[config.mk]
export PLATFORM = sky130hd
export DESIGN_NAME = ams_unit
export DESIGN_NICKNAME = d
export VERILOG_FILES = /design/src/ams_pkg.sv /design/src/ams_bcd_add.sv /design/src/ams_fp.sv /design/src/ams_unit.sv
export SDC_FILE = /design/constraint.sdc
export NUM_CORES = 2
export LEC_CHECK = 0
export BUFFER_PORTS_ARGS = -buffer_cell sky130_fd_sc_hd__buf_4
export CORE_ASPECT_RATIO = 1.4
export CORE_MARGIN = 2
export CORE_UTILIZATION = 65
export CTS_CLUSTER_DIAMETER = 200
export CTS_CLUSTER_SIZE = 24
export DETAILED_ROUTE_END_ITERATION = 7
export PLACE_DENSITY = 0.84
export SLEW_MARGIN = 20
export SYNTH_ARGS = -nofsm -noshare
export SYNTH_HDL_FRONTEND = slang
export SYNTH_SLANG_ARGS = --single-unit
export TNS_END_PERCENT = 50
[constraint.sdc]
create_clock -name clk_sys -period 44 [get_ports clk_sys]
set_clock_uncertainty 0.15 [all_clocks]
set_input_delay 13.2 -clock clk_sys [delete_from_list [all_inputs] [get_ports clk_sys]]
set_output_delay 13.2 -clock clk_sys [all_outputs]
set_load 0.02 [all_outputs]
[src/ams_pkg.sv]
package ams_pkg;

   // ----------------------------------------
   // register map (byte addresses)
   // ----------------------------------------
   localparam logic [11:0] OFS_CMD      = 12'h000;
   localparam logic [11:0] OFS_IMM      = 12'h004;
   localparam logic [11:0] OFS_ACC      = 12'h008;
   localparam logic [11:0] OFS_STACK    = 12'h00C;
   localparam logic [11:0] OFS_FLAGS    = 12'h010;
   localparam logic [11:0] OFS_IRQ_STAT = 12'h014;
   localparam logic [11:0] OFS_IRQ_MASK = 12'h018;
   localparam logic [11:0] OFS_MEM      = 12'h100;
   localparam int          WORD_BYTES   = 4;

   // ----------------------------------------
   // fields
   // ----------------------------------------
   localparam int CMD_OP_LSB  = 0;
   localparam int CMD_SRC_LSB = 4;
   localparam int CMD_ADR_LSB = 8;
   localparam int FLG_ZERO    = 0;
   localparam int FLG_BOR16   = 1;
   localparam int FLG_BOR32   = 2;
   localparam int FLG_NEG     = 3;
   localparam int FLG_BADPTR  = 4;
   localparam int FLG_FVALID  = 5;
   localparam int FLG_SIGNERR = 6;
   localparam int FLG_UNDER   = 7;
   localparam int FLG_BADOP   = 8;
   localparam int FLG_BUSY    = 9;
   localparam int IRQ_DONE    = 0;
   localparam int IRQ_BADOP   = 1;
   localparam int IRQ_BADPTR  = 2;
   localparam int IRQ_UNDER   = 3;
   localparam int IRQ_W       = 4;

   // ----------------------------------------
   // arithmetic constants
   // ----------------------------------------
   localparam logic [3:0]        BCD_NINE    = 4'h9;
   localparam logic [4:0]        BCD_MAX     = 5'h09;
   localparam logic [4:0]        BCD_ADJ     = 5'h06;
   localparam logic [31:0]       NINES32     = 32'h9999_9999;
   localparam logic [47:0]       NINES48     = 48'h9999_9999_9999;
   localparam logic [7:0]        EXP_ALL1    = 8'hFF;
   localparam logic signed [9:0] EXP_BIAS    = 10'h07F;
   localparam logic signed [9:0] EXP_TOP     = 10'h0FF;
   localparam logic [2:0]        DIG_LAST    = 3'h7;

   typedef enum logic [2:0] {
      OP_BCD_DIFFERENCE_WIDE  = 3'b000,
      OP_SUB16 = 3'b001,
      OP_REAL_DIFFERENCE  = 3'b010,
      OP_MUL16 = 3'b011,
      OP_BCD_PRODUCT_WIDE  = 3'b100,
      OP_REAL_PRODUCT  = 3'b101
   } ams_op_e;

   typedef enum logic [1:0] {
      SRC_MEM = 2'b00,
      SRC_PTR = 2'b01,
      SRC_IMM = 2'b10
   } ams_src_e;

   typedef enum logic [1:0] {
      ST_IDLE  = 2'b00,
      ST_FETCH = 2'b01,
      ST_EXEC  = 2'b10,
      ST_MUL   = 2'b11
   } ams_state_e;

   function automatic logic [31:0] ams_nines(input logic [31:0] v);
      logic [31:0] q;
      q = '0;
      for (int i = 0; i < 8; i++)
      begin
         q[i*4 +: 4] = BCD_NINE - v[i*4 +: 4];
      end
      return q;
   endfunction

   function automatic logic ams_bcd_ok(input logic [31:0] v);
      logic ok;
      ok = 1'b1;
      for (int i = 0; i < 8; i++)
      begin
         if (v[i*4 +: 4] > BCD_NINE)
         begin
            ok = 1'b0;
         end
      end
      return ok;
   endfunction

endpackage

[src/ams_bcd_add.sv]
`timescale 1ns/10ps
module ams_bcd_add
   import ams_pkg::*;
#(
   parameter int DIGITS = 16
)
(
   input  wire logic [4*DIGITS-1:0] a,
   input  wire logic [4*DIGITS-1:0] b,
   input  wire logic                cin,
   output logic      [4*DIGITS-1:0] sum,
   output logic                     cout
);

   logic [DIGITS:0] c;

   assign c[0] = cin;
   assign cout = c[DIGITS];

   // ----------------------------------------
   // ripple of decimal digits
   // ----------------------------------------
   for (genvar g = 0; g < DIGITS; g++)
   begin : g_dig
      logic [4:0] raw;
      logic [4:0] adj;
      assign raw = {1'b0, a[g*4 +: 4]} + {1'b0, b[g*4 +: 4]} + {4'h0, c[g]};
      assign c[g+1] = (raw > BCD_MAX);
      assign adj = raw + BCD_ADJ;
      assign sum[g*4 +: 4] = c[g+1] ? adj[3:0] : raw[3:0];
   end

endmodule

[src/ams_fp.sv]
`timescale 1ns/10ps
module ams_fp
   import ams_pkg::*;
(
   input  wire logic [31:0] op_a,
   input  wire logic [31:0] op_b,
   output logic      [31:0] diff,
   output logic             diff_under,
   output logic             diff_ovf,
   output logic      [31:0] prod,
   output logic             prod_under,
   output logic             prod_ovf,
   output logic             non_real
);

   // subnormals are taken as zero and results truncate; this keeps the
   // unit small at the price of the last bit of accuracy
   always_comb
   begin
      logic [31:0]       x;
      logic [31:0]       y;
      logic [23:0]       mx;
      logic [23:0]       my;
      logic [24:0]       s;
      logic signed [9:0] e;
      logic [9:0]        sh;
      logic [47:0]       p;
      logic signed [9:0] ep;
      logic [22:0]       fr;
      x = op_a;
      y = {~op_b[31], op_b[30:0]};
      if (op_b[30:0] > op_a[30:0])
      begin
         x = y;
         y = op_a;
      end
      mx = (x[30:23] != 8'h00) ? {1'b1, x[22:0]} : 24'h00_0000;
      my = (y[30:23] != 8'h00) ? {1'b1, y[22:0]} : 24'h00_0000;
      sh = {2'b00, x[30:23]} - {2'b00, y[30:23]};
      my = (sh > 10'h018) ? 24'h00_0000 : (my >> sh);
      s = (x[31] == y[31]) ? ({1'b0, mx} + {1'b0, my}) : ({1'b0, mx} - {1'b0, my});
      e = $signed({2'b00, x[30:23]});
      if (s[24])
      begin
         s = s >> 1;
         e = e + 10'sh001;
      end
      for (int i = 0; i < 24; i++)
      begin
         if (!s[23] && (s != 25'h000_0000))
         begin
            s = {s[23:0], 1'b0};
            e = e - 10'sh001;
         end
      end
      non_real = (&op_a[30:23]) | (&op_b[30:23]);
      diff_under = (s != 25'h000_0000) && (e <= 10'sh000);
      diff_ovf = (s != 25'h000_0000) && (e >= EXP_TOP);
      if ((s == 25'h000_0000) || diff_under)
         diff = 32'h0000_0000;
      else if (diff_ovf)
         diff = {x[31], EXP_ALL1, 23'h00_0000};
      else
         diff = {x[31], e[7:0], s[22:0]};
      // product
      mx = (op_a[30:23] != 8'h00) ? {1'b1, op_a[22:0]} : 24'h00_0000;
      my = (op_b[30:23] != 8'h00) ? {1'b1, op_b[22:0]} : 24'h00_0000;
      p = mx * my;
      ep = $signed({2'b00, op_a[30:23]}) + $signed({2'b00, op_b[30:23]}) - EXP_BIAS;
      fr = p[45:23];
      if (p[47])
      begin
         fr = p[46:24];
         ep = ep + 10'sh001;
      end
      prod_under = (p != 48'h0000_0000_0000) && (ep <= 10'sh000);
      prod_ovf = (p != 48'h0000_0000_0000) && (ep >= EXP_TOP);
      if ((p == 48'h0000_0000_0000) || prod_under)
         prod = 32'h0000_0000;
      else if (prod_ovf)
         prod = {op_a[31] ^ op_b[31], EXP_ALL1, 23'h00_0000};
      else
         prod = {op_a[31] ^ op_b[31], ep[7:0], fr};
   end

endmodule

[src/ams_unit.sv]
// The register addresses and the AHB-Lite register port were decided locally.
`timescale 1ns/10ps
// Operation
// - wide BCD subtract, operand pair or immediate
// - zero flag when accumulator result is zero
// - 16-bit borrow flag on 16-bit subtract
// - separate 32-bit borrow flag on wide subtract
// - negative flag after subtract or multiply
// - bad operand flag on non-BCD digit
// - flags valid until next affecting instruction
// - real subtract: operand minus accumulator
// - bad pointer flag on invalid pointed address
// - float validity flag after real ops
// - sign error flag on float overflow
// - underflow flag on float underflow
// - bad operand flag on non-real operand
// - 16-bit BCD multiply, product to accumulator
// - wide BCD multiply, memory pair only
// - low digits to accumulator, upper pushed
// - real multiply into accumulator
module ams_unit
   import ams_pkg::*;
#(
   parameter int MEM_WORDS = 32
)
(
   input  wire logic        clk_sys,
   input  wire logic        rst_n,
   input  wire logic        hsel,
   input  wire logic [31:0] haddr,
   input  wire logic [1:0]  htrans,
   input  wire logic        hwrite,
   input  wire logic [2:0]  hsize,
   input  wire logic [31:0] hwdata,
   input  wire logic        hready,
   output logic             hreadyout,
   output logic      [31:0] hrdata,
   output logic             hresp,
   output logic             irq,
   output logic             busy,
   output logic             zero_flag,
   output logic             borrow16_flag,
   output logic             borrow32_flag,
   output logic             negative_flag,
   output logic             bad_pointer_flag,
   output logic             float_validity_flag,
   output logic             sign_error_flag,
   output logic             underflow_flag,
   output logic             bad_operand_flag
);

   localparam int          AW      = $clog2(MEM_WORDS);
   localparam logic [11:0] MEM_END = OFS_MEM + 12'(MEM_WORDS * WORD_BYTES);
   localparam logic [15:0] PTR_MAX = 16'(MEM_WORDS - 2);

   typedef struct packed {
      ams_state_e                 st;
      ams_op_e                    op;
      ams_src_e                   src;
      logic [AW-1:0]              adr;
      logic [31:0]                imm;
      logic [31:0]                acc;
      logic [31:0]                stack;
      logic [31:0]                opnd;
      logic [63:0]                prod;
      logic [31:0]                mcand;
      logic [31:0]                mplier;
      logic [2:0]                 dcnt;
      logic [3:0]                 rep;
      logic                       zero;
      logic                       bor16;
      logic                       bor32;
      logic                       neg;
      logic                       badptr;
      logic                       fvalid;
      logic                       signerr;
      logic                       under;
      logic                       badop;
      logic                       busy;
      logic [IRQ_W-1:0]           irq_stat;
      logic [IRQ_W-1:0]           irq_mask;
      logic                       irq;
      logic                       dp_wr;
      logic                       dp_rd;
      logic [11:0]                dp_adr;
      logic                       rdy;
      logic                       resp;
      logic [31:0]                rdata;
      logic [MEM_WORDS-1:0][15:0] mem;
   } ams_regs_s;

   ams_regs_s   r;
   ams_regs_s   next_r;
   logic [63:0] add_a;
   logic [63:0] add_b;
   logic        add_cin;
   logic [63:0] add_sum;
   logic        add_cout;
   logic [31:0] sub_nines;
   logic [31:0] fp_diff;
   logic        fp_diff_under;
   logic        fp_diff_ovf;
   logic [31:0] fp_prod;
   logic        fp_prod_under;
   logic        fp_prod_ovf;
   logic        fp_non_real;

   // ----------------------------------------
   // shared decimal adder
   // ----------------------------------------
   // subtraction is a + nines(b) + 1; the upper digits of the adder get
   // 0 and 9s so the final carry out is the inverted borrow
   assign sub_nines = ams_nines(r.opnd);
   assign add_cin = (r.st == ST_EXEC);
   assign add_a = (r.st != ST_EXEC) ? r.prod :
                  (r.op == OP_SUB16) ? {48'h0000_0000_0000, r.acc[15:0]} :
                  {32'h0000_0000, r.acc};
   assign add_b = (r.st != ST_EXEC) ? {32'h0000_0000, r.mcand} :
                  (r.op == OP_SUB16) ? {NINES48, sub_nines[15:0]} :
                  {NINES32, sub_nines};

   ams_bcd_add #(
      .DIGITS (16)
   ) u_add (
      .a    (add_a),
      .b    (add_b),
      .cin  (add_cin),
      .sum  (add_sum),
      .cout (add_cout)
   );

   ams_fp u_fp (
      .op_a       (r.opnd),
      .op_b       (r.acc),
      .diff       (fp_diff),
      .diff_under (fp_diff_under),
      .diff_ovf   (fp_diff_ovf),
      .prod       (fp_prod),
      .prod_under (fp_prod_under),
      .prod_ovf   (fp_prod_ovf),
      .non_real   (fp_non_real)
   );

   // ----------------------------------------
   // next state
   // ----------------------------------------
   always_comb
   begin
      logic [31:0]   rd;
      logic [31:0]   fv;
      logic [11:0]   moff;
      logic [15:0]   pv;
      logic [AW-1:0] ea;
      logic [31:0]   res;
      logic [31:0]   acc_chk;
      rd = 32'h0000_0000;
      fv = 32'h0000_0000;
      moff = 12'h000;
      pv = 16'h0000;
      ea = r.adr;
      res = 32'h0000_0000;
      acc_chk = r.acc;
      next_r = r;
      next_r.dp_wr = 1'b0;
      next_r.dp_rd = 1'b0;
      next_r.rdy = 1'b1;
      next_r.resp = 1'b0;

      // bus address phase; reads take one wait state
      if (hsel && htrans[1] && hready)
      begin
         next_r.dp_adr = haddr[11:0];
         next_r.dp_wr = hwrite;
         next_r.dp_rd = !hwrite;
         next_r.rdy = hwrite;
      end

      // read data phase
      if (r.dp_rd)
      begin
         fv[FLG_ZERO] = r.zero;
         fv[FLG_BOR16] = r.bor16;
         fv[FLG_BOR32] = r.bor32;
         fv[FLG_NEG] = r.neg;
         fv[FLG_BADPTR] = r.badptr;
         fv[FLG_FVALID] = r.fvalid;
         fv[FLG_SIGNERR] = r.signerr;
         fv[FLG_UNDER] = r.under;
         fv[FLG_BADOP] = r.badop;
         fv[FLG_BUSY] = r.busy;
         moff = r.dp_adr - OFS_MEM;
         case (r.dp_adr)
            OFS_CMD:      rd = {30'h0000_0000, r.st};
            OFS_IMM:      rd = r.imm;
            OFS_ACC:      rd = r.acc;
            OFS_STACK:    rd = r.stack;
            OFS_FLAGS:    rd = fv;
            OFS_IRQ_STAT: rd = {{(32-IRQ_W){1'b0}}, r.irq_stat};
            OFS_IRQ_MASK: rd = {{(32-IRQ_W){1'b0}}, r.irq_mask};
            default:
            begin
               if (r.dp_adr >= OFS_MEM && r.dp_adr < MEM_END)
               begin
                  rd = {16'h0000, r.mem[moff[AW+1:2]]};
               end
            end
         endcase
         next_r.rdata = rd;
      end

      // write data phase
      if (r.dp_wr)
      begin
         moff = r.dp_adr - OFS_MEM;
         case (r.dp_adr)
            OFS_CMD:
            begin
               // a command while busy is dropped
               if (r.st == ST_IDLE)
               begin
                  next_r.op = ams_op_e'(hwdata[CMD_OP_LSB +: 3]);
                  next_r.src = ams_src_e'(hwdata[CMD_SRC_LSB +: 2]);
                  next_r.adr = hwdata[CMD_ADR_LSB +: AW];
                  next_r.st = ST_FETCH;
               end
            end
            OFS_IMM:      next_r.imm = hwdata;
            OFS_ACC:
            begin
               if (r.st == ST_IDLE)
               begin
                  next_r.acc = hwdata;
               end
            end
            OFS_IRQ_STAT: next_r.irq_stat = r.irq_stat & ~hwdata[IRQ_W-1:0];
            OFS_IRQ_MASK: next_r.irq_mask = hwdata[IRQ_W-1:0];
            default:
            begin
               if (r.dp_adr >= OFS_MEM && r.dp_adr < MEM_END)
               begin
                  next_r.mem[moff[AW+1:2]] = hwdata[15:0];
               end
            end
         endcase
      end

      // operation engine; each op touches only its own flags
      case (r.st)
         ST_IDLE:
         begin
         end
         ST_FETCH:
         begin
            next_r.st = ST_EXEC;
            if (((r.op == OP_BCD_PRODUCT_WIDE) && (r.src != SRC_MEM)) ||
                ((r.op == OP_SUB16) && (r.src == SRC_IMM)))
            begin
               next_r.badop = 1'b1;
               next_r.irq_stat[IRQ_BADOP] = 1'b1;
               next_r.irq_stat[IRQ_DONE] = 1'b1;
               next_r.st = ST_IDLE;
            end
            else if (r.src == SRC_PTR)
            begin
               pv = r.mem[r.adr];
               next_r.badptr = (pv > PTR_MAX);
               ea = pv[AW-1:0];
               if (pv > PTR_MAX)
               begin
                  next_r.irq_stat[IRQ_BADPTR] = 1'b1;
                  next_r.irq_stat[IRQ_DONE] = 1'b1;
                  next_r.st = ST_IDLE;
               end
            end
            if (r.src == SRC_IMM)
               next_r.opnd = r.imm;
            else
               next_r.opnd = {r.mem[AW'(ea + 1'b1)], r.mem[ea]};
            if ((r.op == OP_SUB16) || (r.op == OP_MUL16))
            begin
               next_r.opnd[31:16] = 16'h0000;
            end
         end
         ST_EXEC:
         begin
            next_r.st = ST_IDLE;
            if ((r.op == OP_SUB16) || (r.op == OP_MUL16))
            begin
               acc_chk = {16'h0000, r.acc[15:0]};
            end
            case (r.op)
               OP_BCD_DIFFERENCE_WIDE, OP_SUB16, OP_MUL16, OP_BCD_PRODUCT_WIDE:
               begin
                  next_r.badop = !(ams_bcd_ok(acc_chk) && ams_bcd_ok(r.opnd));
                  if (next_r.badop)
                  begin
                     next_r.irq_stat[IRQ_BADOP] = 1'b1;
                  end
                  else if ((r.op == OP_BCD_DIFFERENCE_WIDE) || (r.op == OP_SUB16))
                  begin
                     res = (r.op == OP_SUB16) ? {16'h0000, add_sum[15:0]} : add_sum[31:0];
                     next_r.acc = res;
                     next_r.zero = (res == 32'h0000_0000);
                     next_r.neg = !add_cout;
                     if (r.op == OP_SUB16)
                        next_r.bor16 = !add_cout;
                     else
                        next_r.bor32 = !add_cout;
                  end
                  else
                  begin
                     // multiply one multiplier digit at a time, msd first
                     next_r.prod = 64'h0000_0000_0000_0000;
                     next_r.mcand = acc_chk;
                     next_r.mplier = r.opnd;
                     next_r.dcnt = 3'h0;
                     next_r.rep = 4'h0;
                     next_r.st = ST_MUL;
                  end
               end
               OP_REAL_DIFFERENCE, OP_REAL_PRODUCT:
               begin
                  next_r.badop = fp_non_real;
                  if (fp_non_real)
                  begin
                     next_r.irq_stat[IRQ_BADOP] = 1'b1;
                  end
                  else
                  begin
                     res = (r.op == OP_REAL_DIFFERENCE) ? fp_diff : fp_prod;
                     next_r.acc = res;
                     next_r.zero = (res[30:0] == 31'h0000_0000);
                     next_r.neg = res[31];
                     next_r.fvalid = (res[30:23] != EXP_ALL1);
                     next_r.under = (r.op == OP_REAL_DIFFERENCE) ? fp_diff_under : fp_prod_under;
                     next_r.signerr = (r.op == OP_REAL_DIFFERENCE) ? fp_diff_ovf : fp_prod_ovf;
                     if (next_r.under)
                     begin
                        next_r.irq_stat[IRQ_UNDER] = 1'b1;
                     end
                  end
               end
               default:
               begin
               end
            endcase
            if (next_r.st == ST_IDLE)
               next_r.irq_stat[IRQ_DONE] = 1'b1;
         end
         ST_MUL:
         begin
            if (r.rep != r.mplier[31:28])
            begin
               next_r.prod = add_sum;
               next_r.rep = r.rep + 4'h1;
            end
            else if (r.dcnt == DIG_LAST)
            begin
               next_r.acc = r.prod[31:0];
               if (r.op == OP_BCD_PRODUCT_WIDE)
               begin
                  next_r.stack = r.prod[63:32];
               end
               next_r.zero = (r.prod[31:0] == 32'h0000_0000);
               next_r.neg = 1'b0;
               next_r.irq_stat[IRQ_DONE] = 1'b1;
               next_r.st = ST_IDLE;
            end
            else
            begin
               next_r.prod = {r.prod[59:0], 4'h0};
               next_r.mplier = {r.mplier[27:0], 4'h0};
               next_r.rep = 4'h0;
               next_r.dcnt = r.dcnt + 3'h1;
            end
         end
         default:
         begin
            next_r.st = ST_IDLE;
         end
      endcase

      next_r.busy = (next_r.st != ST_IDLE);
      next_r.irq = |(next_r.irq_stat & next_r.irq_mask);
   end

   // ----------------------------------------
   // state register
   // ----------------------------------------
   always_ff @(posedge clk_sys or negedge rst_n)
   begin
      if (!rst_n)
      begin
         r <= '0;
         r.rdy <= 1'b1;
      end
      else
      begin
         r <= next_r;
      end
   end

   // ----------------------------------------
   // outputs, all straight from the state register
   // ----------------------------------------
   assign hreadyout = r.rdy;
   assign hrdata = r.rdata;
   assign hresp = r.resp;
   assign irq = r.irq;
   assign busy = r.busy;
   assign zero_flag = r.zero;
   assign borrow16_flag = r.bor16;
   assign borrow32_flag = r.bor32;
   assign negative_flag = r.neg;
   assign bad_pointer_flag = r.badptr;
   assign float_validity_flag = r.fvalid;
   assign sign_error_flag = r.signerr;
   assign underflow_flag = r.under;
   assign bad_operand_flag = r.badop;

endmodule

==> impl_results.md <==
- Status: complete, but fails checks
- 1st-iter DRT viols: between 10000 and 15000
- Total GRT Usage: 53.5%
- Post-synthesis cell type count: between 100 and 150
- Num CTS Buffers: 41
- TritonCTS Sinks: approximately 850
- PortBufs: just over 90
- Cell taking the most area after synthesis: dfrtp_1
- Final hold slack: ~0.34 ns
- Reg with most FFs: r
- Synth Area per Inst: between 9 and 10 um^2
- Syn Nets: around 11000
- GR Util met1: 57.2%
- Met3 GRT Util: 21.7%
- Routed WL: between 300000 and 400000 um
- Fmax: about 29 MHz
- Synth area leaders: dfrtp_1, fa_1, mux4_2, mux2_2, nand2_1
- Period minus WS final: 34.49 ns
- Die X: 324 um
- CP max stage cell: a221oi_1
- Failing checks: DRC
- Post-Syn Instances: approximately 10000
- Nets: 10600
- Share of flip-flops with an asynchronous set or reset: 100%
- Most frequent cells after synthesis: nand2_1, dfrtp_1, inv_1
- Pins over their slew limit: 0
- Arr. time, crit path: between 30 and 40 ns
- Site Rows: 164
- Starting density of the core: ~65%
- Worst-case clock buffer depth: 3
- Worst setup EP type: flop
- TritonRoute pass-1 iters: 8
- Clock latency at the later pin of the worst-skew pair: roughly 0.74 ns
- Most frequent cell after synthesis: nand2_1
- Worst-case reg-to-reg path depth: ~130
- Worst Hold Depth: 2
- Largest net degree at the start of global routing: 175
- CP Class: flop to flop
- Final ANT Viol Nets: 0
- Layout cells sized above 1: ~18%
- Wirelength per Cell: ~34 um
- Post-DR vias/cell: ~7.7
- Post-DP HPWL: between 200000 and 300000 um
- Grt ovf: 0
- Yosys top cell area share: between 20% and 30%
- Final period util: ~78%
- Critical Path Source Type: flop
- Core box area: between 100000 and 150000 um^2
- Slew HR: just over 6%
- CTS tree: built
- Clock slew at reported path FFs: roughly 0.11 ns
- Setup Buffers After CTS: 0
- RSZ-0062 raised after global routing: no
- Most used cell, CP: ha_1
- Via count: about 90000
- Worst endpoint required time: 44.42 ns
- TNS Setup: 0 ns
- GP Congestion: between 1 and 1.5
- Die height: between 400 and 500 um
- #FFs+latches synth: about 850
- Final hold violation count: 0
- Critical path's largest stage delay: just over 0.9 ns
- Root buffer cell: clkbuf_16
- Finish-stage setup viols: 0
- Number of flip-flops in the largest register: 809
- M2 GR Usage: 79.6%
- Vias in the first global route: 88000
- Ys Warns: 0
- HP Class: flop to flop
- Synth Flop Type: dfrtp_1
- Synth-to-Final Area Change: 3.82%
- Cts repair resizes: 0
- CTS Hold Buffers Added: 0
- First-pass GRT wire length: approximately 580000 um
- Initial antenna violation count: 63
- CTS HTree Levels: 2
- Die ar.: roughly 150000 um^2
- Busiest layer in global routing: met2
- Io pins: 119
- Max-Cap Viols: 0
- Worst-margin pin slew: approximately 1.4 ns
- Sequential-to-total area share from yosys stat: about 23%
- Max FO, Critical Path: 32
- Post-synth EDFFs: 0
- Mapped Area: between 90000 and 100000 um^2
- # DRC: 43
-- area by class of cell --
cell class	instances	area [um^2]
fillers	11100	45700
flip-flops and latches	853	21400
multi-input cells	7789	66700
repair buffers	329	2580
clock buffers	52	1070
diodes	54	135
well taps	1909	2390
inverters	703	2640
clock inverters	4	48.8
-- metal layers --
metal,wire [um],up-vias
met1,122000,43300
met3,56100,2902
met5,292,-
met4,50100,32
li1,-,35600
met2,170000,7889
-- cell usage in the layout (no fill, tap or decap), drive strengths merged, types with 42 or more instances in the layout --
| master | instances |
|---|---|
| dfrtp | 852 |
| a21o | 65 |
| o31a | 42 |
| ha | 356 |
| nand4 | 68 |
| nor4 | 125 |
| mux4 | 411 |
| nor2 | 668 |
| nand2b | 45 |
| o211ai | 85 |
| buf | 328 |
| nor2b | 43 |
| mux2i | 304 |
| mux2 | 698 |
| a31oi | 94 |
| nand2 | 1290 |
| fa | 500 |
| a211oi | 80 |
| and2 | 86 |
| clkbuf | 53 |
| diode | 54 |
| a22oi | 53 |
| o21ai | 440 |
| o21a | 91 |
| or2 | 43 |
| o22ai | 94 |
| a32oi | 57 |
| nand3 | 230 |
| a21oi | 470 |
| inv | 705 |
| nor3 | 186 |
| xor2 | 100 |
| xnor2 | 222 |
| and3 | 204 |
-- metrics by stage --
step	util, %	instances	instance area (um^2)	setup WS, ns
after global placement	67.0	11600	95500	11.43
after detailed placement	67.0	11600	95500	10.14
final	68.0	11700	96900	9.51
after global routing	67.9	11700	96800	6.97
after floorplan	-	10100	93400	13.50
after CTS	67.8	11600	96600	9.99
-- worst paths after layout --
kind	from	end	slack [ns]
hold reg to reg	r[772]	r[772]	0.34
hold / removal	r[772]	r[772]	0.34
setup / recovery	r[852]	r[713]	9.51
min in group asynchronous	rst_n	hrdata[18]	12.36
setup reg to reg	r[852]	r[713]	9.51
max in group asynchronous	rst_n	r[842]	28.85
-- worst max-delay path: cells and delay by family (launching register included) --
kind	cells	cell delay, ns
AO/OA/AOI/OAI	38	11.44
XOR/XNOR	17	5.06
adder cells (fa/ha/maj)	49	13.35
buffers and inverters	14	1.37
flip-flops	1	0.46
multiplexers	8	2.22
AND/OR/NAND/NOR	2	0.21
-- cell families after synthesis --
| family | share of synthesized area, % |
|---|---|
| flops | 22.9 |
| xor+xnor | 3.28 |
| simple gates | 15.9 |
| other cells | 0.00402 |
| fa+ha+maj | 15.5 |
| compound gates | 14.7 |
| mux | 21.6 |
| buf+inv | 6.22 |
Power is left out: the tool's default activity adds up to more than one toggle a clock period on the data nets, which glitch-free logic cannot reach.
